### src/hdl/act_pkg.sv
// Package: register map, field layouts, codes and timing for the converter control block.
// Assumes one 50 MHz system clock and an 8-bit register port with byte addresses.
package act_pkg;

	// ==========================================================
	// Register offsets
	localparam logic [7:0] ACT_OFS_CTRL0    = 8'h00;
	localparam logic [7:0] ACT_OFS_CTRL1    = 8'h01;
	localparam logic [7:0] ACT_OFS_TRIG     = 8'h02;
	localparam logic [7:0] ACT_OFS_RES_HIGH = 8'h03;
	localparam logic [7:0] ACT_OFS_RES_LOW  = 8'h04;
	localparam logic [7:0] ACT_OFS_FLAGS    = 8'h05;

	// ==========================================================
	// Reset values and read masks
	localparam logic [7:0] ACT_RST_REG      = 8'h00;
	localparam logic [7:0] ACT_MASK_CTRL1   = 8'hF3;
	localparam logic [7:0] ACT_MASK_TRIG    = 8'h1F;
	localparam logic [7:0] ACT_MASK_FLAGS   = 8'h01;

	// ==========================================================
	// Field positions
	localparam int ACT_BIT_ON      = 0;
	localparam int ACT_BIT_GO      = 1;
	localparam int ACT_BIT_DONE    = 0;

	// ==========================================================
	// Trigger codes
	localparam logic [4:0] ACT_TRIG_OFF   = 5'h00;
	localparam logic [4:0] ACT_TRIG_CELL3 = 5'h11;
	localparam logic [4:0] ACT_TRIG_CELL4 = 5'h12;
	localparam int         ACT_TRIG_NUM   = 19;

	// ==========================================================
	// Channel codes
	localparam logic [5:0] ACT_CH_PA_BASE = 6'h00;
	localparam logic [5:0] ACT_CH_PA_LAST = 6'h05;
	localparam logic [5:0] ACT_CH_PA4     = 6'h04;
	localparam logic [5:0] ACT_CH_PA5     = 6'h05;
	localparam logic [5:0] ACT_CH_PC_BASE = 6'h10;
	localparam logic [5:0] ACT_CH_PC_LAST = 6'h15;
	localparam logic [5:0] ACT_CH_GND     = 6'h3B;
	localparam logic [5:0] ACT_CH_TEMP    = 6'h3C;
	localparam logic [5:0] ACT_CH_DAC     = 6'h3D;
	localparam logic [5:0] ACT_CH_FVR1    = 6'h3E;
	localparam logic [5:0] ACT_CH_FVR2    = 6'h3F;

	// ==========================================================
	// Conversion clock select codes
	localparam logic [2:0] ACT_CS_DIV2  = 3'h0;
	localparam logic [2:0] ACT_CS_DIV8  = 3'h1;
	localparam logic [2:0] ACT_CS_DIV32 = 3'h2;
	localparam logic [2:0] ACT_CS_DIV4  = 3'h4;
	localparam logic [2:0] ACT_CS_DIV16 = 3'h5;
	localparam logic [2:0] ACT_CS_DIV64 = 3'h6;
	localparam logic [1:0] ACT_CS_RC_LO = 2'h3;

	// ==========================================================
	// Timing: one instruction cycle, rounded up to system clocks
	localparam int ACT_CLK_NS     = 20;
	localparam int ACT_INSTR_NS   = 80;
	localparam int ACT_INSTR_CYC  = (ACT_INSTR_NS + ACT_CLK_NS - 1) / ACT_CLK_NS;

	// ==========================================================
	// Types
	typedef enum logic [3:0] {
		ACT_SRC_NONE  = 4'h0,
		ACT_SRC_PORTA = 4'h1,
		ACT_SRC_PORTC = 4'h2,
		ACT_SRC_FVR2  = 4'h3,
		ACT_SRC_FVR1  = 4'h4,
		ACT_SRC_DAC   = 4'h5,
		ACT_SRC_TEMP  = 4'h6,
		ACT_SRC_GND   = 4'h7
	} act_src_t;

	typedef enum logic [1:0] {
		ACT_REF_SUPPLY = 2'h0,
		ACT_REF_RSVD   = 2'h1,
		ACT_REF_PIN    = 2'h2,
		ACT_REF_FIXED  = 2'h3
	} act_ref_t;

	typedef struct packed {
		act_src_t   src;
		logic [2:0] pin;
	} act_route_t;

	typedef struct packed {
		logic [5:0] input_select;
		logic       convert_go;
		logic       converter_on;
	} act_ctrl0_t;

	typedef struct packed {
		logic       result_justify;
		logic [2:0] conv_clock_select;
		logic [1:0] unused;
		logic [1:0] pos_ref_select;
	} act_ctrl1_t;

	typedef struct packed {
		logic       start;
		logic       tad_tick;
		logic       powered;
	} act_core_req_t;

	typedef struct packed {
		logic       done;
		logic [9:0] result;
	} act_core_rsp_t;

	typedef enum logic [1:0] {
		ACT_ST_IDLE  = 2'b00,
		ACT_ST_DELAY = 2'b01,
		ACT_ST_CONV  = 2'b10
	} act_state_t;

endpackage : act_pkg

### src/hdl/act_top.sv
// Converter control and trigger block: registers, start/complete sequencing, result formatting.
// Assumes an analog core that takes start and tad ticks and answers with done plus a result.
//
// The placing of the registers and strobed register access are this design's own decisions.
`timescale 1ns/1ps
module act_top (
	// Clock and reset
	input  wire logic                             clk,
	input  wire logic                             nrst,
	// Register port
	input  wire logic [7:0]                       addr,
	input  wire logic [7:0]                       wdata,
	input  wire logic                             wr,
	input  wire logic                             rd,
	output logic      [7:0]                       rdata,
	// System status
	input  wire logic                             ext_osc_sel,
	input  wire logic                             sleep,
	input  wire logic                             rc_osc_clk,
	// Trigger sources
	input  wire logic [act_pkg::ACT_TRIG_NUM-1:0] trig_src,
	// Analog core
	output act_pkg::act_core_req_t                core_req,
	input  wire act_pkg::act_core_rsp_t           core_rsp,
	output act_pkg::act_route_t                   route,
	output act_pkg::act_ref_t                     ref_sel,
	// Status out
	output logic                                  conversion_done_flag,
	output logic                                  busy
);
	import act_pkg::*;

	// ==========================================================
	// Declarations
	act_ctrl0_t ctrl0_r;
	act_ctrl1_t ctrl1_r;
	logic [4:0] trig_sel_r;
	logic [7:0] res_high_r;
	logic [7:0] res_low_r;
	logic       done_r;
	logic [7:0] rdata_r;
	act_state_t state_r;
	act_state_t state_nxt;
	logic [2:0] delay_r;
	logic       start_r;
	act_route_t route_r;
	logic       wr_ctrl0;
	logic       sw_start;
	logic       hw_start;
	logic       start_req;
	logic       complete;
	logic       abort;
	logic       use_rc;
	logic       tad_tick;
	logic       trig_pulse;

	// ==========================================================
	// Start, abort and completion terms
	assign wr_ctrl0 = wr && (addr == ACT_OFS_CTRL0);
	assign use_rc   = (ctrl1_r.conv_clock_select[1:0] == ACT_CS_RC_LO);

	// Go is honoured only if the converter was already on before this write
	assign sw_start = wr_ctrl0 && wdata[ACT_BIT_GO] && wdata[ACT_BIT_ON] &&
	                  ctrl0_r.converter_on;
	assign hw_start = trig_pulse && (state_r == ACT_ST_IDLE);
	assign start_req = (sw_start || hw_start) && (state_r == ACT_ST_IDLE);

	// Turning off, or sleeping without the RC clock, ends the conversion
	assign abort    = !ctrl0_r.converter_on || (sleep && !use_rc) ||
	                  (wr_ctrl0 && !wdata[ACT_BIT_ON]);
	assign complete = (state_r == ACT_ST_CONV) && core_rsp.done && !abort;

	// ==========================================================
	// Conversion clock and trigger helpers
	act_clkdiv u_clkdiv (
		.clk               (clk),
		.nrst              (nrst),
		.conv_clock_select (ctrl1_r.conv_clock_select),
		.run               (state_r == ACT_ST_CONV),
		.rc_osc_clk        (rc_osc_clk),
		.tad_tick          (tad_tick)
	);

	// Auto trigger is not available during sleep
	act_trig u_trig (
		.clk                 (clk),
		.nrst                (nrst),
		.auto_trigger_select (trig_sel_r),
		.allow               (ctrl0_r.converter_on && !sleep),
		.trig_src            (trig_src),
		.trig_pulse          (trig_pulse)
	);

	// ==========================================================
	// Sequencer next state
	always_comb begin
		state_nxt = state_r;
		case (state_r)
			ACT_ST_IDLE: begin
				if (start_req && !abort) begin
					state_nxt = use_rc ? ACT_ST_DELAY : ACT_ST_CONV;
				end
			end
			ACT_ST_DELAY: begin
				if (abort) begin
					state_nxt = ACT_ST_IDLE;
				end else if (delay_r == 3'(ACT_INSTR_CYC - 1)) begin
					state_nxt = ACT_ST_CONV;
				end
			end
			ACT_ST_CONV: begin
				if (abort || core_rsp.done) begin
					state_nxt = ACT_ST_IDLE;
				end
			end
			default: begin
				state_nxt = ACT_ST_IDLE;
			end
		endcase
	end

	// Sequencer state
	always_ff @(posedge clk or negedge nrst) begin
		if (!nrst) begin
			state_r <= ACT_ST_IDLE;
		end else begin
			state_r <= state_nxt;
		end
	end

	// Instruction-cycle wait counter for the RC clock
	always_ff @(posedge clk or negedge nrst) begin
		if (!nrst) begin
			delay_r <= 3'h0;
		end else if (state_r == ACT_ST_DELAY) begin
			delay_r <= delay_r + 3'h1;
		end else begin
			delay_r <= 3'h0;
		end
	end

	// One-cycle start toward the core as conversion begins
	always_ff @(posedge clk or negedge nrst) begin
		if (!nrst) begin
			start_r <= 1'b0;
		end else begin
			start_r <= (state_r != ACT_ST_CONV) && (state_nxt == ACT_ST_CONV);
		end
	end

	// ==========================================================
	// Control register zero; hardware set and clear of go
	always_ff @(posedge clk or negedge nrst) begin
		if (!nrst) begin
			ctrl0_r <= act_ctrl0_t'(ACT_RST_REG);
		end else begin
			if (wr_ctrl0) begin
				ctrl0_r.input_select <= wdata[7:2];
				ctrl0_r.converter_on <= wdata[ACT_BIT_ON];
			end
			if (start_req && !abort) begin
				ctrl0_r.convert_go <= 1'b1;
			end else if (complete || (state_r != ACT_ST_IDLE && state_nxt == ACT_ST_IDLE)) begin
				ctrl0_r.convert_go <= 1'b0;
			end else if (wr_ctrl0 && !wdata[ACT_BIT_GO]) begin
				ctrl0_r.convert_go <= 1'b0;
			end
		end
	end

	// Control register one and trigger select
	always_ff @(posedge clk or negedge nrst) begin
		if (!nrst) begin
			ctrl1_r    <= act_ctrl1_t'(ACT_RST_REG);
			trig_sel_r <= ACT_TRIG_OFF;
		end else begin
			if (wr && addr == ACT_OFS_CTRL1) begin
				ctrl1_r <= act_ctrl1_t'(wdata & ACT_MASK_CTRL1);
			end
			if (wr && addr == ACT_OFS_TRIG) begin
				trig_sel_r <= wdata[4:0];
			end
		end
	end

	// ==========================================================
	// Result registers, formatted at load time
	always_ff @(posedge clk or negedge nrst) begin
		if (!nrst) begin
			res_high_r <= ACT_RST_REG;
			res_low_r  <= ACT_RST_REG;
		end else if (complete) begin
			if (ctrl1_r.result_justify) begin
				res_high_r <= {6'h00, core_rsp.result[9:8]};
				res_low_r  <= core_rsp.result[7:0];
			end else begin
				res_high_r <= core_rsp.result[9:2];
				res_low_r  <= {core_rsp.result[1:0], 6'h00};
			end
		end else begin
			if (wr && addr == ACT_OFS_RES_HIGH) begin
				res_high_r <= wdata;
			end
			if (wr && addr == ACT_OFS_RES_LOW) begin
				res_low_r <= wdata;
			end
		end
	end

	// Done flag: completion wins over a software clear in the same cycle
	always_ff @(posedge clk or negedge nrst) begin
		if (!nrst) begin
			done_r <= 1'b0;
		end else if (complete) begin
			done_r <= 1'b1;
		end else if (wr && addr == ACT_OFS_FLAGS) begin
			done_r <= wdata[ACT_BIT_DONE];
		end
	end

	// ==========================================================
	// Read data, valid the cycle after the strobe
	always_ff @(posedge clk or negedge nrst) begin
		if (!nrst) begin
			rdata_r <= ACT_RST_REG;
		end else if (rd) begin
			if (addr == ACT_OFS_CTRL0) begin
				rdata_r <= ctrl0_r;
			end else if (addr == ACT_OFS_CTRL1) begin
				rdata_r <= 8'(ctrl1_r) & ACT_MASK_CTRL1;
			end else if (addr == ACT_OFS_TRIG) begin
				rdata_r <= {3'h0, trig_sel_r} & ACT_MASK_TRIG;
			end else if (addr == ACT_OFS_RES_HIGH) begin
				rdata_r <= res_high_r;
			end else if (addr == ACT_OFS_RES_LOW) begin
				rdata_r <= res_low_r;
			end else if (addr == ACT_OFS_FLAGS) begin
				rdata_r <= {7'h00, done_r} & ACT_MASK_FLAGS;
			end else begin
				rdata_r <= 8'h00; // Unmapped reads as zero
			end
		end else begin
			rdata_r <= 8'h00;
		end
	end

	// ==========================================================
	// Channel routing; registered so the analog mux never glitches
	always_ff @(posedge clk or negedge nrst) begin
		if (!nrst) begin
			route_r <= '{src: ACT_SRC_NONE, pin: 3'h0};
		end else begin
			route_r <= '{src: ACT_SRC_NONE, pin: 3'h0};
			if (ctrl0_r.input_select <= ACT_CH_PA_LAST) begin
				// Pins 4 and 5 share the oscillator, so they drop out while ext_osc_sel is set
				if (!(ext_osc_sel && (ctrl0_r.input_select == ACT_CH_PA4 ||
				      ctrl0_r.input_select == ACT_CH_PA5))) begin
					route_r <= '{src: ACT_SRC_PORTA,
					             pin: ctrl0_r.input_select[2:0]};
				end
			end else if (ctrl0_r.input_select >= ACT_CH_PC_BASE &&
			             ctrl0_r.input_select <= ACT_CH_PC_LAST) begin
				route_r <= '{src: ACT_SRC_PORTC, pin: ctrl0_r.input_select[2:0]};
			end else if (ctrl0_r.input_select == ACT_CH_FVR2) begin
				route_r <= '{src: ACT_SRC_FVR2, pin: 3'h0};
			end else if (ctrl0_r.input_select == ACT_CH_FVR1) begin
				route_r <= '{src: ACT_SRC_FVR1, pin: 3'h0};
			end else if (ctrl0_r.input_select == ACT_CH_DAC) begin
				route_r <= '{src: ACT_SRC_DAC, pin: 3'h0};
			end else if (ctrl0_r.input_select == ACT_CH_TEMP) begin
				route_r <= '{src: ACT_SRC_TEMP, pin: 3'h0};
			end else if (ctrl0_r.input_select == ACT_CH_GND) begin
				route_r <= '{src: ACT_SRC_GND, pin: 3'h0};
			end
		end
	end

	// ==========================================================
	// Outputs
	assign route    = route_r;
	assign ref_sel  = act_ref_t'(ctrl1_r.pos_ref_select);
	assign rdata    = rdata_r;
	assign busy     = ctrl0_r.convert_go;
	assign conversion_done_flag = done_r;

	// Core request; powered follows the enable bit
	assign core_req.start    = start_r;
	assign core_req.tad_tick = tad_tick;
	assign core_req.powered  = ctrl0_r.converter_on;

endmodule : act_top

### src/hdl/act_clkdiv.sv
// Conversion clock enable: divides the system clock or follows the RC oscillator.
// Assumes rc_osc_clk is asynchronous and much slower than clk.
`timescale 1ns/1ps
module act_clkdiv (
	// Clock and reset
	input  wire logic       clk,
	input  wire logic       nrst,
	// Control
	input  wire logic [2:0] conv_clock_select,
	input  wire logic       run,
	// RC oscillator pin
	input  wire logic       rc_osc_clk,
	// Tick out
	output logic            tad_tick
);
	import act_pkg::*;

	logic [5:0] cnt_r;
	logic       rc_s1_r;
	logic       rc_s2_r;
	logic       rc_prev_r;
	logic       use_rc;

	// Terminal count for each divider code
	function automatic logic [5:0] div_last(input logic [2:0] sel);
		case (sel)
			ACT_CS_DIV2:  div_last = 6'h01;
			ACT_CS_DIV4:  div_last = 6'h03;
			ACT_CS_DIV8:  div_last = 6'h07;
			ACT_CS_DIV16: div_last = 6'h0F;
			ACT_CS_DIV32: div_last = 6'h1F;
			ACT_CS_DIV64: div_last = 6'h3F;
			default:      div_last = 6'h01;
		endcase
	endfunction : div_last

	assign use_rc = (conv_clock_select[1:0] == ACT_CS_RC_LO);

	// ==========================================================
	// RC oscillator synchroniser and edge history
	always_ff @(posedge clk or negedge nrst) begin
		if (!nrst) begin
			rc_s1_r   <= 1'b0;
			rc_s2_r   <= 1'b0;
			rc_prev_r <= 1'b0;
		end else begin
			rc_s1_r   <= rc_osc_clk;
			rc_s2_r   <= rc_s1_r;
			rc_prev_r <= rc_s2_r;
		end
	end

	// ==========================================================
	// Divider; restarts when idle so the first period is whole
	always_ff @(posedge clk or negedge nrst) begin
		if (!nrst) begin
			cnt_r <= 6'h00;
		end else if (!run || use_rc || cnt_r >= div_last(conv_clock_select)) begin
			cnt_r <= 6'h00;
		end else begin
			cnt_r <= cnt_r + 6'h01;
		end
	end

	// One tick per conversion clock period
	always_comb begin
		if (!run) begin
			tad_tick = 1'b0;
		end else if (use_rc) begin
			tad_tick = rc_s2_r & ~rc_prev_r;
		end else begin
			tad_tick = (cnt_r >= div_last(conv_clock_select));
		end
	end

endmodule : act_clkdiv

### src/hdl/act_trig.sv
// Auto-conversion trigger: synchronises all sources and picks the selected rising edge.
// Assumes sources may be pins or other peripherals, so every one is synchronised.
`timescale 1ns/1ps
module act_trig (
	// Clock and reset
	input  wire logic                    clk,
	input  wire logic                    nrst,
	// Selection
	input  wire logic [4:0]              auto_trigger_select,
	input  wire logic                    allow,
	// Sources, index equals trigger code
	input  wire logic [act_pkg::ACT_TRIG_NUM-1:0] trig_src,
	// Event out
	output logic                         trig_pulse
);
	import act_pkg::*;

	logic [ACT_TRIG_NUM-1:0] s1_r;
	logic [ACT_TRIG_NUM-1:0] s2_r;
	logic [ACT_TRIG_NUM-1:0] prev_r;
	logic [ACT_TRIG_NUM-1:0] rise;
	logic                    code_ok;

	// ==========================================================
	// Two-stage synchroniser plus history for edge detection
	always_ff @(posedge clk or negedge nrst) begin
		if (!nrst) begin
			s1_r   <= '0;
			s2_r   <= '0;
			prev_r <= '0;
		end else begin
			s1_r   <= trig_src;
			s2_r   <= s1_r;
			prev_r <= s2_r;
		end
	end

	assign rise = s2_r & ~prev_r;

	// Code zero and the reserved codes yield nothing
	assign code_ok = (auto_trigger_select != ACT_TRIG_OFF) &&
	                 (auto_trigger_select <= ACT_TRIG_CELL4);

	// Codes 0x11 and 0x12 index the two logic cell outputs
	assign trig_pulse = allow && code_ok && rise[auto_trigger_select];

endmodule : act_trig

### config.mk
export PLATFORM = sky130hd
export DESIGN_NAME = act_top
export DESIGN_NICKNAME = d
export VERILOG_FILES = /design/src/hdl/act_pkg.sv /design/src/hdl/act_top.sv /design/src/hdl/act_clkdiv.sv /design/src/hdl/act_trig.sv
export SDC_FILE = /design/constraint.sdc
export NUM_CORES = 1
export LEC_CHECK = 0
export BUFFER_PORTS_ARGS = -buffer_cell sky130_fd_sc_hd__buf_2
export CORE_MARGIN = 1
export CORE_UTILIZATION = 63
export CTS_BUF_LIST = sky130_fd_sc_hd__clkbuf_8
export CTS_CLUSTER_DIAMETER = 80
export DETAILED_ROUTE_END_ITERATION = 7
export GPL_TIMING_DRIVEN = 0
export PLACE_DENSITY = 0.87
export SYNTH_ARGS = -nofsm -noshare
export SYNTH_HDL_FRONTEND = slang
export SYNTH_SLANG_ARGS = --single-unit
### constraint.sdc
create_clock -name clk -period 6.2 [get_ports clk]
set_clock_uncertainty 0.05 [all_clocks]
set_input_delay 0.62 -clock clk [delete_from_list [all_inputs] [get_ports clk]]
set_output_delay 0.62 -clock clk [all_outputs]
set_load 0.02 [all_outputs]
==> run_summary.xml, run 1 <==
<?xml version="1.0" encoding="UTF-8"?>
<metrics>
  <group name="hold_path">
    <metric name="hold_class" unit="">in -&gt; reg</metric>
  </group>
  <group name="sta">
    <metric name="final.min_clock_period" unit="ns">3.23</metric>
    <metric name="timing.setup.tns" unit="ns">0</metric>
    <metric name="hold_violations" unit="">0</metric>
    <metric name="final_critical_path_setup_slack" unit="ns">2.97</metric>
    <metric name="rel_slew_slack" unit="%">41.3</metric>
    <metric name="hold_slack" unit="ns">0.237</metric>
    <metric name="rsz_0062_raised_after_global_routing" unit="">false</metric>
    <metric name="min_period_over_period" unit="%">52.1</metric>
    <metric name="clock.fmax" unit="GHz">0.309</metric>
    <metric name="timing_max_transition_violations_final" unit="">0</metric>
    <metric name="timing.final.setup_violations" unit="">0</metric>
    <metric name="tightestPinTransition" unit="ns">0.880</metric>
  </group>
  <group name="worst_setup_path">
    <metric name="worst_path_largest_cell_delay" unit="ns">0.44</metric>
    <metric name="critical_path.slowest_cell" unit="">sky130_fd_sc_hd__dfrtp_1</metric>
    <metric name="worst-setup-path-type" unit="">reg -&gt; out</metric>
    <metric name="cp-end-kind" unit="">output pin</metric>
    <metric name="crit_chain" unit="">or3_1 &gt; nand2_1 &gt; ha_1 &gt; a21o_1 &gt; a21o_1 &gt; a21oi_1 &gt; o211ai_1 &gt; and3_1 &gt; buf_4 &gt; buf_2</metric>
    <metric name="worstPathArrival" unit="ns">2.56</metric>
    <metric name="critical_path_startpoint_category" unit="">flip-flop</metric>
    <metric name="crit_fanout" unit="">7</metric>
    <metric name="worst-endpoint-required" unit="ns">5.53</metric>
    <metric name="critical_path.most_common_cell" unit="">sky130_fd_sc_hd__a21o_1</metric>
  </group>
  <group name="floorplanning">
    <metric name="placement_rows" unit="">32</metric>
    <metric name="num_io_pins" unit="">75</metric>
    <metric name="floorplan.initialDensity" unit="%">65.1</metric>
    <metric name="floorplan.die_area" unit="um^2">8340</metric>
    <metric name="core" unit="um^2">7730</metric>
    <metric name="die_height" unit="um">91.3</metric>
    <metric name="die_w" unit="um">91.3</metric>
  </group>
  <group name="logic_synthesis">
    <metric name="synth_area" unit="um^2">5030</metric>
    <metric name="yosysWarningCount" unit="">0</metric>
    <metric name="post_synthesis_async_set_or_reset_flop_share" unit="%">100</metric>
    <metric name="net_count_synth" unit="">490</metric>
    <metric name="synth.avg_cell_area" unit="um^2">11.7</metric>
    <metric name="yosys.cell_types.count" unit="">56</metric>
    <metric name="ys_top_cells_by_area" unit="">sky130_fd_sc_hd__dfrtp_1 (59%), sky130_fd_sc_hd__mux2i_1 (4.4%), sky130_fd_sc_hd__mux2_2 (3.6%), sky130_fd_sc_hd__nor2_1 (2.9%), sky130_fd_sc_hd__nand2_1 (2.4%)</metric>
    <metric name="synth_edf_count" unit="">0</metric>
    <metric name="netlist_instances" unit="">429</metric>
    <metric name="dominantRegCellSynth" unit="">sky130_fd_sc_hd__dfrtp_1</metric>
    <metric name="ys_seq_elements" unit="">119</metric>
    <metric name="yosysTopAreaCellShare" unit="%">59.2</metric>
    <metric name="synth_top_cell_by_area" unit="">sky130_fd_sc_hd__dfrtp_1</metric>
    <metric name="synth_sequential_area_ratio" unit="%">59.2</metric>
  </group>
  <group name="grt">
    <metric name="first_pass_grt_wire_length" unit="um">17100</metric>
    <metric name="gr-total-overflow" unit="">0</metric>
    <metric name="first_global_vias" unit="">3653</metric>
    <metric name="initial_antenna_violation_count" unit="">0</metric>
    <metric name="track_usage" unit="%">27.5</metric>
    <metric name="grt_max_degree" unit="">72</metric>
  </group>
  <group name="place">
    <metric name="numPortBuffers" unit="">69</metric>
    <metric name="post-dp-hpwl" unit="um">7360</metric>
    <metric name="rd_place_congestion" unit="">0.922</metric>
    <metric name="pre_cts_ws" unit="ns">3.43</metric>
  </group>
  <group name="power">
    <metric name="ir_drop" unit="uV">243</metric>
    <metric name="p_sw_share" unit="%">25.3</metric>
    <metric name="power" unit="mW">1.69</metric>
    <metric name="leakagePower" unit="nW">2.91</metric>
    <metric name="power.density_cell_area" unit="nW/um^2">284</metric>
    <metric name="share_seq_of_total_power" unit="%">48.9</metric>
    <metric name="switching_power" unit="mW">0.428</metric>
    <metric name="power.combinational.fraction" unit="%">7.3</metric>
    <metric name="p_int" unit="mW">1.26</metric>
    <metric name="share_clk_of_total_power" unit="%">43.8</metric>
  </group>
  <group name="route">
    <metric name="drt_pass1_iterations" unit="">6</metric>
    <metric name="detail_route.iter0.violations" unit="">340</metric>
    <metric name="post-route-drc-count" unit="">0</metric>
    <metric name="total_via_count_in_the_routed_design" unit="">3696</metric>
    <metric name="final_antenna_net_count" unit="">0</metric>
    <metric name="avgViaCountPerCell" unit="">5.84</metric>
    <metric name="drt-total-wl" unit="um">10600</metric>
    <metric name="wl_per_cell" unit="um">16.8</metric>
  </group>
  <group name="finish">
    <metric name="nFillCells" unit="">480</metric>
    <metric name="seqCellArea" unit="um^2">2980</metric>
    <metric name="post_route_cells_drive_above_1_share" unit="%">27.5</metric>
    <metric name="multi_input_area" unit="um^2">1890</metric>
    <metric name="finish.net_count" unit="">579</metric>
    <metric name="antenna_cells_inserted" unit="">0</metric>
    <metric name="flow.area_growth_from_synthesis" unit="%">18.5</metric>
  </group>
  <group name="clock_network">
    <metric name="cts_sinks" unit="">119</metric>
    <metric name="clock_insertion_delay_worst_skew" unit="ns">0.43</metric>
    <metric name="numCtsBuffers" unit="">17</metric>
    <metric name="clk_transition_reported_paths" unit="ns">0.08</metric>
    <metric name="cts.hold.buffers_added" unit="">0</metric>
    <metric name="cts_htree_levels" unit="">4</metric>
    <metric name="post_cts_resized" unit="">0</metric>
    <metric name="cts_root_buf" unit="">sky130_fd_sc_hd__clkbuf_8</metric>
    <metric name="cts.repair_timing.setup_buffer_count" unit="">0</metric>
    <metric name="tritoncts" unit="">done</metric>
    <metric name="clockBufferDepth" unit="">2</metric>
  </group>
  <group name="flow_run">
    <metric name="drv_cap" unit="">0</metric>
  </group>
  <group name="run_status">
    <metric name="run_status" unit="">finished clean</metric>
  </group>
</metrics>
==> cells in the mapped netlist (2+ instances only) <==
master                     count
sky130_fd_sc_hd__inv_1        10
sky130_fd_sc_hd__mux2i_1      22
sky130_fd_sc_hd__nand4b_1      2
sky130_fd_sc_hd__o311ai_0      2
sky130_fd_sc_hd__nor2b_1      12
sky130_fd_sc_hd__or3_1         2
sky130_fd_sc_hd__a21o_1        2
sky130_fd_sc_hd__o21ai_0       9
sky130_fd_sc_hd__o21ai_1      12
sky130_fd_sc_hd__o311a_1       3
sky130_fd_sc_hd__and2_1        3
sky130_fd_sc_hd__nand2b_1      6
sky130_fd_sc_hd__nand4_1       2
sky130_fd_sc_hd__nand2_1      32
sky130_fd_sc_hd__nor3_1        3
sky130_fd_sc_hd__buf_2         8
sky130_fd_sc_hd__o211ai_1      3
sky130_fd_sc_hd__nand3b_1     11
sky130_fd_sc_hd__nor3_4        2
sky130_fd_sc_hd__nand3_1      11
sky130_fd_sc_hd__nor2_1       39
sky130_fd_sc_hd__mux2_2       16
sky130_fd_sc_hd__clkbuf_1      9
sky130_fd_sc_hd__ha_1          8
sky130_fd_sc_hd__xor2_1        2
sky130_fd_sc_hd__nand3_2       2
sky130_fd_sc_hd__a32oi_1       6
sky130_fd_sc_hd__buf_4         7
sky130_fd_sc_hd__a31oi_1       2
sky130_fd_sc_hd__and3_1        4
sky130_fd_sc_hd__xnor2_1       3
sky130_fd_sc_hd__o22ai_1       5
sky130_fd_sc_hd__a21oi_1      22
sky130_fd_sc_hd__nor4b_1       2
sky130_fd_sc_hd__dfrtp_1     119
sky130_fd_sc_hd__or3_4         2
sky130_fd_sc_hd__nor4bb_1      5
==> area by class of cell <==
cell class,count,area share [%]
Buffer,24,2.12
Clock inverter,15,3.21
Multi-Input combinational cell,276,31.7
Tap cell,102,2.14
Sequential cell,119,50.0
Inverter,10,0.630
Clock buffer,17,3.93
Timing Repair Buffer,70,6.30
==> through the flow <==
step / area [um^2] / std cells / util [%]
after global routing: 5960 / 633 / 77.1
after floorplan: 5030 / 429 / -
after detailed placement: 5530 / 601 / 71.6
after CTS: 5960 / 633 / 77.1
final: 5960 / 633 / 77.1
after global placement: 5500 / 600 / 71.2
==> power by group through the flow <==
| stage | Sequential (mW) | Combinational (mW) | Clock, mW |
|---|---|---|---|
| floorplan | 0.842 | 0.0593 | 0 |
| global placement | 0.840 | 0.115 | 0 |
| detailed placement | 0.842 | 0.123 | 0 |
| CTS | 0.827 | 0.124 | 0.749 |
| global route | 0.831 | 0.136 | 0.787 |
| finish | 0.828 | 0.124 | 0.741 |
==> critical path, delay by kind of cell (launching register included) <==
| family | cells | cell delay [ns] |
|---|---|---|
| AND/OR/NAND/NOR | 3 | 0.60 |
| AO/OA/AOI/OAI | 4 | 0.60 |
| flip-flops | 1 | 0.44 |
| buffers and inverters | 2 | 0.27 |
| adder cells (fa/ha/maj) | 1 | 0.22 |
==> sequential cells by signal (all words and copies together) (netlist names), 2 cells and up <==
signal and flops:
u_clkdiv.cnt_r 6, ctrl1_r 4, u_trig.s2_r 18, trig_sel_r 5
ctrl0_r 6, delay_r 3, res_high_r 8, res_low_r 8
state_r 2, rdata 8, u_trig.prev_r 18, u_trig.s1_r 18
ref_sel 2, route 6
==> metal layers <==
| metal | track usage [%] | vias to the layer above | part of all wire [%] |
|---|---|---|---|
| met4 | 14.6 | 0 | 2.8 |
| li1 | - | 1698 | - |
| met3 | 8.04 | 39 | 8.0 |
| met1 | 34.0 | 1788 | 39 |
| met5 | 0 | - | 0 |
| met2 | 44.1 | 171 | 50 |
==> cells in the final DEF (no fill, tap or decap), types with 4 or more instances in the layout <==
cell type / n
sky130_fd_sc_hd__o21ai_0: 9
sky130_fd_sc_hd__buf_2: 76
sky130_fd_sc_hd__mux2_2: 16
sky130_fd_sc_hd__clkbuf_8: 17
sky130_fd_sc_hd__a21oi_1: 22
sky130_fd_sc_hd__nand2_1: 32
sky130_fd_sc_hd__nand3_1: 11
sky130_fd_sc_hd__o21ai_1: 12
sky130_fd_sc_hd__nor2b_1: 12
sky130_fd_sc_hd__o22ai_1: 5
sky130_fd_sc_hd__nor2_1: 39
sky130_fd_sc_hd__inv_1: 10
sky130_fd_sc_hd__a32oi_1: 6
sky130_fd_sc_hd__ha_1: 8
sky130_fd_sc_hd__mux2i_1: 22
sky130_fd_sc_hd__nand2b_1: 6
sky130_fd_sc_hd__nor4bb_1: 5
sky130_fd_sc_hd__clkinv_4: 4
sky130_fd_sc_hd__inv_6: 4
sky130_fd_sc_hd__buf_4: 8
sky130_fd_sc_hd__dfrtp_1: 119
sky130_fd_sc_hd__and3_1: 4
sky130_fd_sc_hd__clkbuf_1: 9
sky130_fd_sc_hd__nand3b_1: 11
==> path summary, 6_finish.rpt <==
kind	from	end	slack [ns]	cells past startpoint
worst min register to register	u_trig.s1_r[14]	u_trig.s2_r[14]	0.30	0
min in group asynchronous	nrst	u_clkdiv.cnt_r[0]	0.26	1
worst min-delay path	trig_src[17]	u_trig.s1_r[17]	0.24	1
worst max register to register	trig_sel_r[0]	start_r	3.98	8
worst max-delay path	ctrl1_r[5]	core_req[1]	2.97	10
max in group asynchronous	nrst	u_trig.prev_r[1]	5.11	2
==> cell families (layout without fill, tap and decap cells) <==
logic type	count (synthesis)	count (layout)	synth area share (%)
and+or+nand+nor	147	147	16.8
DFF	119	119	59.2
AOI/OAI and AO/OA	77	77	9.83
muxes	38	38	7.96
buffers and inverters	34	136	3.26
adders and majority gates	8	8	1.99
xor gates and xnor gates	5	5	0.871
other	1	1	0.0746
Note: power is estimated with default switching activity, not from simulation.
==> run 2, diff against run 1 <==
- ABC_AREA: not set -> 1
- CORE_UTILIZATION: 63 -> 53
- PLACE_DENSITY: 0.87 -> 0.78
- clock period: 6.2 -> 2.7 ns (I/O delays scaled with it)
==> run 2 against run 1 <==
Effect of this change: synthesized cell count grew 20%; core utilization fell by 9.1 points; largest cell class unchanged; non-clock buffer count up 20; highest routed layer unchanged; worst hold slack got worse by 0.18 ns; clock power up 120%; first-iteration DRC count is 21% lower; combinational power is 140% higher.
==> run_summary.xml, run 2 <==
<?xml version="1.0" encoding="UTF-8"?>
<metrics>
  <group name="clock_network">
    <metric name="cts_root_buf" unit="">sky130_fd_sc_hd__clkbuf_8</metric>
    <metric name="numCtsBuffers" unit="">17</metric>
    <metric name="cts_sinks" unit="">122</metric>
    <metric name="clockBufferDepth" unit="">2</metric>
    <metric name="cts_htree_levels" unit="">4</metric>
    <metric name="clk_transition_reported_paths" unit="ns">0.08</metric>
    <metric name="clock_insertion_delay_worst_skew" unit="ns">0.44</metric>
    <metric name="tritoncts" unit="">done</metric>
  </group>
  <group name="route">
    <metric name="drt_pass1_iterations" unit="">4</metric>
    <metric name="drt-total-wl" unit="um">11300</metric>
    <metric name="final_antenna_net_count" unit="">0</metric>
    <metric name="wl_per_cell" unit="um">15.0</metric>
    <metric name="detail_route.iter0.violations" unit="">269</metric>
    <metric name="avgViaCountPerCell" unit="">5.30</metric>
    <metric name="post-route-drc-count" unit="">0</metric>
    <metric name="total_via_count_in_the_routed_design" unit="">3999</metric>
  </group>
  <group name="finish">
    <metric name="antenna_cells_inserted" unit="">0</metric>
    <metric name="flow.area_growth_from_synthesis" unit="%">24.4</metric>
    <metric name="finish.net_count" unit="">692</metric>
    <metric name="post_route_cells_drive_above_1_share" unit="%">22.8</metric>
    <metric name="most_frequent_standard_cell_in_the_layout_excluding_fill_and_tap_cells" unit="">sky130_fd_sc_hd__dfrtp_1</metric>
    <metric name="reg.largest.list" unit="">u_trig.prev_r x19, u_trig.s1_r x19, u_trig.s2_r x19</metric>
    <metric name="finish.cell_count_without_fillers" unit="">755</metric>
    <metric name="mostFrequentLayoutCells" unit="">sky130_fd_sc_hd__dfrtp_1 (121), sky130_fd_sc_hd__nand2_1 (103), sky130_fd_sc_hd__buf_2 (73)</metric>
    <metric name="nFillCells" unit="">699</metric>
    <metric name="stdcell_area" unit="um^2">6250</metric>
  </group>
  <group name="logic_synthesis">
    <metric name="yosysTopAreaCellShare" unit="%">60.8</metric>
    <metric name="yosysWarningCount" unit="">0</metric>
    <metric name="synth_top_cell_by_area" unit="">sky130_fd_sc_hd__dfrtp_1</metric>
    <metric name="netlist_instances" unit="">513</metric>
    <metric name="synth_top_cells_by_count" unit="">sky130_fd_sc_hd__dfrtp_1 (122), sky130_fd_sc_hd__nand2_1 (103), sky130_fd_sc_hd__inv_1 (60)</metric>
    <metric name="synth.avg_cell_area" unit="um^2">9.79</metric>
    <metric name="synth_area" unit="um^2">5020</metric>
    <metric name="ys_seq_elements" unit="">122</metric>
    <metric name="post-synth-top-count-cell" unit="">sky130_fd_sc_hd__dfrtp_1</metric>
    <metric name="synth_edf_count" unit="">0</metric>
    <metric name="ys_top_cells_by_area" unit="">sky130_fd_sc_hd__dfrtp_1 (61%), sky130_fd_sc_hd__nand2_1 (7.7%), sky130_fd_sc_hd__inv_1 (4.5%), sky130_fd_sc_hd__nor2_1 (4.0%), sky130_fd_sc_hd__nand3_1 (3.0%)</metric>
    <metric name="net_count_synth" unit="">574</metric>
    <metric name="synth_sequential_area_ratio" unit="%">60.8</metric>
    <metric name="dominantRegCellSynth" unit="">sky130_fd_sc_hd__dfrtp_1</metric>
    <metric name="post_synthesis_async_set_or_reset_flop_share" unit="%">100</metric>
    <metric name="yosys.cell_types.count" unit="">47</metric>
  </group>
  <group name="sta">
    <metric name="timing.setup.tns" unit="ns">0</metric>
    <metric name="clock.fmax" unit="GHz">0.391</metric>
    <metric name="tightestPinTransition" unit="ns">0.608</metric>
    <metric name="hold_violations" unit="">0</metric>
    <metric name="rel_slew_slack" unit="%">59.3</metric>
    <metric name="final.min_clock_period" unit="ns">2.56</metric>
    <metric name="hold_slack" unit="ns">0.0571</metric>
    <metric name="min_period_over_period" unit="%">94.7</metric>
    <metric name="timing.final.setup_violations" unit="">0</metric>
    <metric name="timing_max_transition_violations_final" unit="">0</metric>
  </group>
  <group name="floorplanning">
    <metric name="die_w" unit="um">99.3</metric>
    <metric name="die_height" unit="um">99.3</metric>
    <metric name="core" unit="um^2">9200</metric>
    <metric name="placement_rows" unit="">35</metric>
    <metric name="floorplan.initialDensity" unit="%">54.6</metric>
    <metric name="floorplan.die_area" unit="um^2">9870</metric>
    <metric name="num_io_pins" unit="">75</metric>
  </group>
  <group name="worst_setup_path">
    <metric name="regToRegStartpoint" unit="">ctrl1_r[5]</metric>
    <metric name="critical_path_startpoint_category" unit="">flip-flop</metric>
    <metric name="cp-end-kind" unit="">output pin</metric>
    <metric name="worstPathArrival" unit="ns">2.24</metric>
    <metric name="regToRegSetupSlack" unit="ns">0.60</metric>
    <metric name="rr_endpoint" unit="">u_clkdiv.cnt_r[2]</metric>
    <metric name="worst-r2r-cell-count" unit="">12</metric>
    <metric name="worst-endpoint-required" unit="ns">2.38</metric>
    <metric name="worst-setup-path-type" unit="">reg -&gt; out</metric>
    <metric name="crit_fanout" unit="">3</metric>
  </group>
  <group name="power">
    <metric name="ir_drop" unit="uV">344</metric>
    <metric name="power.density_cell_area" unit="nW/um^2">621</metric>
    <metric name="leakagePower" unit="nW">3.14</metric>
  </group>
  <group name="hold_path">
    <metric name="hold_class" unit="">in -&gt; reg</metric>
    <metric name="worst_hold_path_endpoint" unit="">res_high_r[2]</metric>
    <metric name="worstHoldPathCells" unit="">3</metric>
    <metric name="hold_path_startpoint" unit="">core_rsp[4]</metric>
  </group>
  <group name="grt">
    <metric name="track_usage" unit="%">24.6</metric>
    <metric name="grt_max_degree" unit="">94</metric>
    <metric name="first_global_vias" unit="">3887</metric>
    <metric name="initial_antenna_violation_count" unit="">0</metric>
    <metric name="first_pass_grt_wire_length" unit="um">18300</metric>
    <metric name="gr-total-overflow" unit="">0</metric>
  </group>
  <group name="place">
    <metric name="numPortBuffers" unit="">73</metric>
    <metric name="placed_cells_incl_taps" unit="">698</metric>
    <metric name="rd_place_congestion" unit="">0.907</metric>
    <metric name="post-dp-hpwl" unit="um">7630</metric>
    <metric name="dpl-instance-area" unit="um^2">5560</metric>
  </group>
  <group name="run_status">
    <metric name="run_status" unit="">finished clean</metric>
  </group>
  <group name="flow_run">
    <metric name="drv_cap" unit="">0</metric>
  </group>
</metrics>
## run 2: cell count changes in the layout (fill, tap and decap cells not counted), moves of 10 or more
cell / before / now
sky130_fd_sc_hd__nand2_1: 32 / 103
sky130_fd_sc_hd__o21ai_1: 12 / 2
sky130_fd_sc_hd__nor2_1: 39 / 51
sky130_fd_sc_hd__nand3b_1: 11 / 1
sky130_fd_sc_hd__inv_1: 10 / 58
sky130_fd_sc_hd__a21oi_1: 22 / 11
sky130_fd_sc_hd__dlygate4sd3_1: 0 / 21
sky130_fd_sc_hd__o21ai_0: 9 / 30
sky130_fd_sc_hd__mux2_2: 16 / 0
sky130_fd_sc_hd__a31oi_1: 2 / 15
sky130_fd_sc_hd__mux2i_1: 22 / 0
sky130_fd_sc_hd__nand3_1: 11 / 30
sky130_fd_sc_hd__nor2b_1: 12 / 0
## run 2: logic make-up after synthesis
group	share of synthesized area (%)
adders and majority gates	1.99
buffers and inverters	7.05
and+or+nand+nor	19.1
DFF	60.8
AOI/OAI and AO/OA	10.6
other	0.0747
xor gates and xnor gates	0.349
## run 2: what timing repair did
item | in CTS | in global routing
endpoints found under the setup margin | 1 | 1
endpoints found under the hold margin | 49 | 0
gates resized for setup | 6 | 6
pin swaps | 0 | 7
hold buffers | 21 | 0
setup buffers | 1 | 4
## run 2: final cells by class
type	count	area, um^2	area share [%]
buffer	14	96.3	1.54
clock buffer	17	234	3.74
clock inverter	15	169	2.70
inverter	66	250	4.00
multi-input combinational	310	1650	26.5
sequential	122	3050	48.9
tap	111	139	2.22
timing repair buffer	100	653	10.5
## run 2: per-stage QoR
step,setup WS [ns],utilization (%),total power [mW]
after floorplan,0.738,-,2.12
after global placement,-0.0861,60.1,2.24
after detailed placement,0.319,60.5,2.26
after CTS,0.00789,67.4,3.90
after global routing,-0.0377,67.9,4.03
final,0.143,67.9,3.88
## run 2: worst max-delay path by stage
stage	from	end	slack [ns]	cells past startpoint
2_1_floorplan	ctrl1_r[5]	core_req[1]	0.74	11
3_3_place_gp	nrst	conversion_done_flag	-0.09	1
3_5_place_dp	ctrl1_r[5]	core_req[1]	0.32	12
4_1_cts	ctrl1_r[5]	core_req[1]	0.008	13
5_1_grt	ctrl1_r[5]	core_req[1]	-0.04	12
6_report	ctrl1_r[5]	core_req[1]	0.14	11
## run 2: metal layers
metal / GRT usage, % / up-vias / share of wire (%)
li1: - / 1916 / -
met4: 10.6 / 0 / 1.8
met2: 39.7 / 160 / 50
met5: 0 / - / 0
met1: 32.0 / 1901 / 42
met3: 5.83 / 22 / 6.2
## run 2: critical path, cell delays in order, from the launching register on
cell and delay, ns:
sky130_fd_sc_hd__dfrtp_1 0.37, sky130_fd_sc_hd__inv_2 0.06, sky130_fd_sc_hd__buf_4 0.13, sky130_fd_sc_hd__a211oi_2 0.19
sky130_fd_sc_hd__ha_1 0.26, sky130_fd_sc_hd__nand2_1 0.07, sky130_fd_sc_hd__inv_1 0.04, sky130_fd_sc_hd__nor2_2 0.12
sky130_fd_sc_hd__o221ai_2 0.14, sky130_fd_sc_hd__o211ai_1 0.23, sky130_fd_sc_hd__inv_1 0.07, sky130_fd_sc_hd__buf_6 0.13
## run 2: where the power goes
part	switching (mW)	total, mW	internal [mW]
Combinational	0.178	0.301	0.123
Sequential	0.0474	1.96	1.91
Clock	0.840	1.62	0.778
==> run 3, diff against run 2 <==
- ABC_AREA: 1 -> not set
- MAX_ROUTING_LAYER: not set -> met4
==> run 3 against run 2 <==
Effect of this change: fmax shrank 3.6%; sequential power is 3% lower; critical endpoint unchanged; routed wire length decreased by 2.0%; global-route usage up 0.76 points; count of clock-buffer cells in the layout increased by 1; largest cell class unchanged; design area decreased by 1.1%; critical path type unchanged; core utilization down 0.73 points.
==> run_summary.xml, run 3 (synthesis results as in run 1) <==
<?xml version="1.0" encoding="UTF-8"?>
<metrics>
  <group name="route">
    <metric name="avgViaCountPerCell" unit="">5.51</metric>
    <metric name="drt-total-wl" unit="um">11100</metric>
    <metric name="post-route-drc-count" unit="">0</metric>
    <metric name="total_via_count_in_the_routed_design" unit="">3670</metric>
    <metric name="drt_pass1_iterations" unit="">4</metric>
    <metric name="wl_per_cell" unit="um">16.6</metric>
    <metric name="detail_route.iter0.violations" unit="">194</metric>
    <metric name="final_antenna_net_count" unit="">0</metric>
  </group>
  <group name="clock_network">
    <metric name="clock_insertion_delay_worst_skew" unit="ns">0.42</metric>
    <metric name="cts_sinks" unit="">119</metric>
    <metric name="cts_root_buf" unit="">sky130_fd_sc_hd__clkbuf_8</metric>
    <metric name="clk_transition_reported_paths" unit="ns">0.07</metric>
    <metric name="cts_htree_levels" unit="">4</metric>
    <metric name="numCtsBuffers" unit="">17</metric>
    <metric name="clockBufferDepth" unit="">2</metric>
    <metric name="tritoncts" unit="">done</metric>
  </group>
  <group name="grt">
    <metric name="first_pass_grt_wire_length" unit="um">18100</metric>
    <metric name="track_usage" unit="%">25.3</metric>
    <metric name="initial_antenna_violation_count" unit="">0</metric>
    <metric name="grt_max_degree" unit="">78</metric>
    <metric name="first_global_vias" unit="">3683</metric>
    <metric name="gr-total-overflow" unit="">0</metric>
  </group>
  <group name="worst_setup_path">
    <metric name="crit_fanout" unit="">3</metric>
    <metric name="regToRegStartpoint" unit="">trig_sel_r[0]</metric>
    <metric name="critical_path_startpoint_category" unit="">flip-flop</metric>
    <metric name="regToRegSetupSlack" unit="ns">0.49</metric>
    <metric name="worst-endpoint-required" unit="ns">2.38</metric>
    <metric name="worstPathArrival" unit="ns">2.33</metric>
    <metric name="worst-r2r-cell-count" unit="">7</metric>
    <metric name="cp-end-kind" unit="">output pin</metric>
    <metric name="rr_endpoint" unit="">start_r</metric>
    <metric name="worst-setup-path-type" unit="">reg -&gt; out</metric>
  </group>
  <group name="sta">
    <metric name="final_critical_path_setup_slack" unit="ns">0.0486</metric>
    <metric name="min_period_over_period" unit="%">98.2</metric>
    <metric name="final.min_clock_period" unit="ns">2.65</metric>
    <metric name="rsz_0062_raised_after_global_routing" unit="">true</metric>
    <metric name="timing_max_transition_violations_final" unit="">0</metric>
    <metric name="tightestPinTransition" unit="ns">0.561</metric>
    <metric name="hold_slack" unit="ns">0.0566</metric>
    <metric name="rel_slew_slack" unit="%">62.6</metric>
    <metric name="timing.final.setup_violations" unit="">0</metric>
    <metric name="hold_violations" unit="">0</metric>
    <metric name="clock.fmax" unit="GHz">0.377</metric>
  </group>
  <group name="place">
    <metric name="numPortBuffers" unit="">69</metric>
    <metric name="rd_place_congestion" unit="">0.879</metric>
    <metric name="post-dp-hpwl" unit="um">7740</metric>
    <metric name="placed_cells_incl_taps" unit="">610</metric>
    <metric name="pre_cts_ws" unit="ns">0.239</metric>
  </group>
  <group name="run_status">
    <metric name="run_status" unit="">finished clean</metric>
  </group>
  <group name="floorplanning">
    <metric name="die_height" unit="um">99.4</metric>
    <metric name="placement_rows" unit="">35</metric>
    <metric name="floorplan.initialDensity" unit="%">54.7</metric>
    <metric name="die_w" unit="um">99.4</metric>
    <metric name="core" unit="um^2">9200</metric>
    <metric name="num_io_pins" unit="">75</metric>
    <metric name="floorplan.die_area" unit="um^2">9880</metric>
  </group>
  <group name="power">
    <metric name="power.density_cell_area" unit="nW/um^2">615</metric>
    <metric name="p_int" unit="mW">2.84</metric>
    <metric name="leakagePower" unit="nW">3.00</metric>
    <metric name="share_seq_of_total_power" unit="%">50.0</metric>
    <metric name="power" unit="mW">3.80</metric>
    <metric name="share_clk_of_total_power" unit="%">41.8</metric>
    <metric name="switching_power" unit="mW">0.956</metric>
    <metric name="power.combinational.fraction" unit="%">8.2</metric>
    <metric name="p_sw_share" unit="%">25.2</metric>
    <metric name="ir_drop" unit="uV">563</metric>
  </group>
  <group name="hold_path">
    <metric name="hold_class" unit="">in -&gt; reg</metric>
    <metric name="worstHoldPathCells" unit="">3</metric>
    <metric name="hold_path_startpoint" unit="">wdata[7]</metric>
    <metric name="worst_hold_path_endpoint" unit="">ctrl0_r[7]</metric>
  </group>
  <group name="finish">
    <metric name="antenna_cells_inserted" unit="">0</metric>
    <metric name="seqCellArea" unit="um^2">2980</metric>
    <metric name="mostFrequentLayoutCells" unit="">sky130_fd_sc_hd__dfrtp_1 (119), sky130_fd_sc_hd__buf_2 (75), sky130_fd_sc_hd__nor2_1 (39)</metric>
    <metric name="finish.net_count" unit="">603</metric>
    <metric name="flow.area_growth_from_synthesis" unit="%">22.9</metric>
    <metric name="finalCoreUtilization" unit="%">67.2</metric>
    <metric name="reg.largest.list" unit="">u_trig.prev_r x18, u_trig.s1_r x18, u_trig.s2_r x18</metric>
    <metric name="multi_input_area" unit="um^2">1890</metric>
    <metric name="nFillCells" unit="">715</metric>
    <metric name="most_frequent_standard_cell_in_the_layout_excluding_fill_and_tap_cells" unit="">sky130_fd_sc_hd__dfrtp_1</metric>
    <metric name="post_route_cells_drive_above_1_share" unit="%">27.2</metric>
    <metric name="finish.cell_count_without_fillers" unit="">666</metric>
  </group>
  <group name="flow_run">
    <metric name="drv_cap" unit="">0</metric>
  </group>
</metrics>
-- run 3: changes by cell type in the layout (fill, tap and decap cells not counted), moves of 16 or more --
cell / before / now
sky130_fd_sc_hd__nand2_1: 103 / 32
sky130_fd_sc_hd__inv_1: 58 / 11
sky130_fd_sc_hd__mux2i_1: 0 / 22
sky130_fd_sc_hd__o21ai_0: 30 / 9
sky130_fd_sc_hd__nand3_1: 30 / 11
sky130_fd_sc_hd__mux2_2: 0 / 16
-- run 3: layout make-up --
| type | count | share of cell area (%) |
|---|---|---|
| Clock inverter | 14 | 2.39 |
| Buffer | 23 | 1.92 |
| Clock buffer | 18 | 4.01 |
| Inverter | 10 | 0.607 |
| Sequential cell | 119 | 48.2 |
| Timing Repair Buffer | 95 | 10.0 |
| Tap cell | 111 | 2.25 |
| Multi-Input combinational cell | 276 | 30.6 |
-- run 3: worst max-delay path, cell delays in order (launching register included) --
cell and delay, ns:
sky130_fd_sc_hd__dfrtp_1 0.39, sky130_fd_sc_hd__or3_1 0.37, sky130_fd_sc_hd__nand2_1 0.07, sky130_fd_sc_hd__ha_1 0.22, sky130_fd_sc_hd__a21o_1 0.15, sky130_fd_sc_hd__a21o_1 0.16
sky130_fd_sc_hd__a21oi_2 0.13, sky130_fd_sc_hd__o211ai_1 0.11, sky130_fd_sc_hd__and3_1 0.18, sky130_fd_sc_hd__buf_6 0.13
-- run 3: power groups by stage --
stage	Sequential [mW]	Combinational (mW)	Clock, mW
finish	1.90	0.313	1.59
global route	1.91	0.347	1.70
CTS	1.90	0.313	1.62
detailed placement	1.94	0.284	0
global placement	1.93	0.270	0
floorplan	1.93	0.136	0
-- run 3: routing by layer --
metal  vias to the layer above  GRT usage [%]  part of all wire [%]
met5                         -              -                     0
met4                         0           9.16                   1.1
met3                        15           4.92                   5.5
met2                       103           40.6                    51
met1                      1806           32.4                    43
li1                       1746              -                     -
-- run 3: metrics by stage --
step	TNS [ns]	cell area (um^2)
3_5_place_dp	0	5540
6_report	0	6180
4_1_cts	-0.0413	6170
3_3_place_gp	-0.466	5510
2_1_floorplan	0	5030
5_1_grt	-0.0536	6180
-- run 3: what timing repair did --
item	CTS	global route
pin swaps	8	2
hold endpoints to repair	61	0
buffers inserted	4	1
setup endpoints to repair	1	1
cloned	0	0
resized for setup	3	1
hold buffers	20	0
-- run 3: worst max path at each step --
stage                     startpoint              end  slack [ns]
after floorplan           ctrl1_r[6]      core_req[1]        0.52
after global placement          nrst  u_trig.s1_r[14]       -0.01
after detailed placement  ctrl1_r[6]      core_req[1]        0.24
after CTS                 ctrl1_r[5]      core_req[1]       -0.04
after global routing      ctrl1_r[5]      core_req[1]       -0.05
final                     ctrl1_r[5]      core_req[1]        0.05
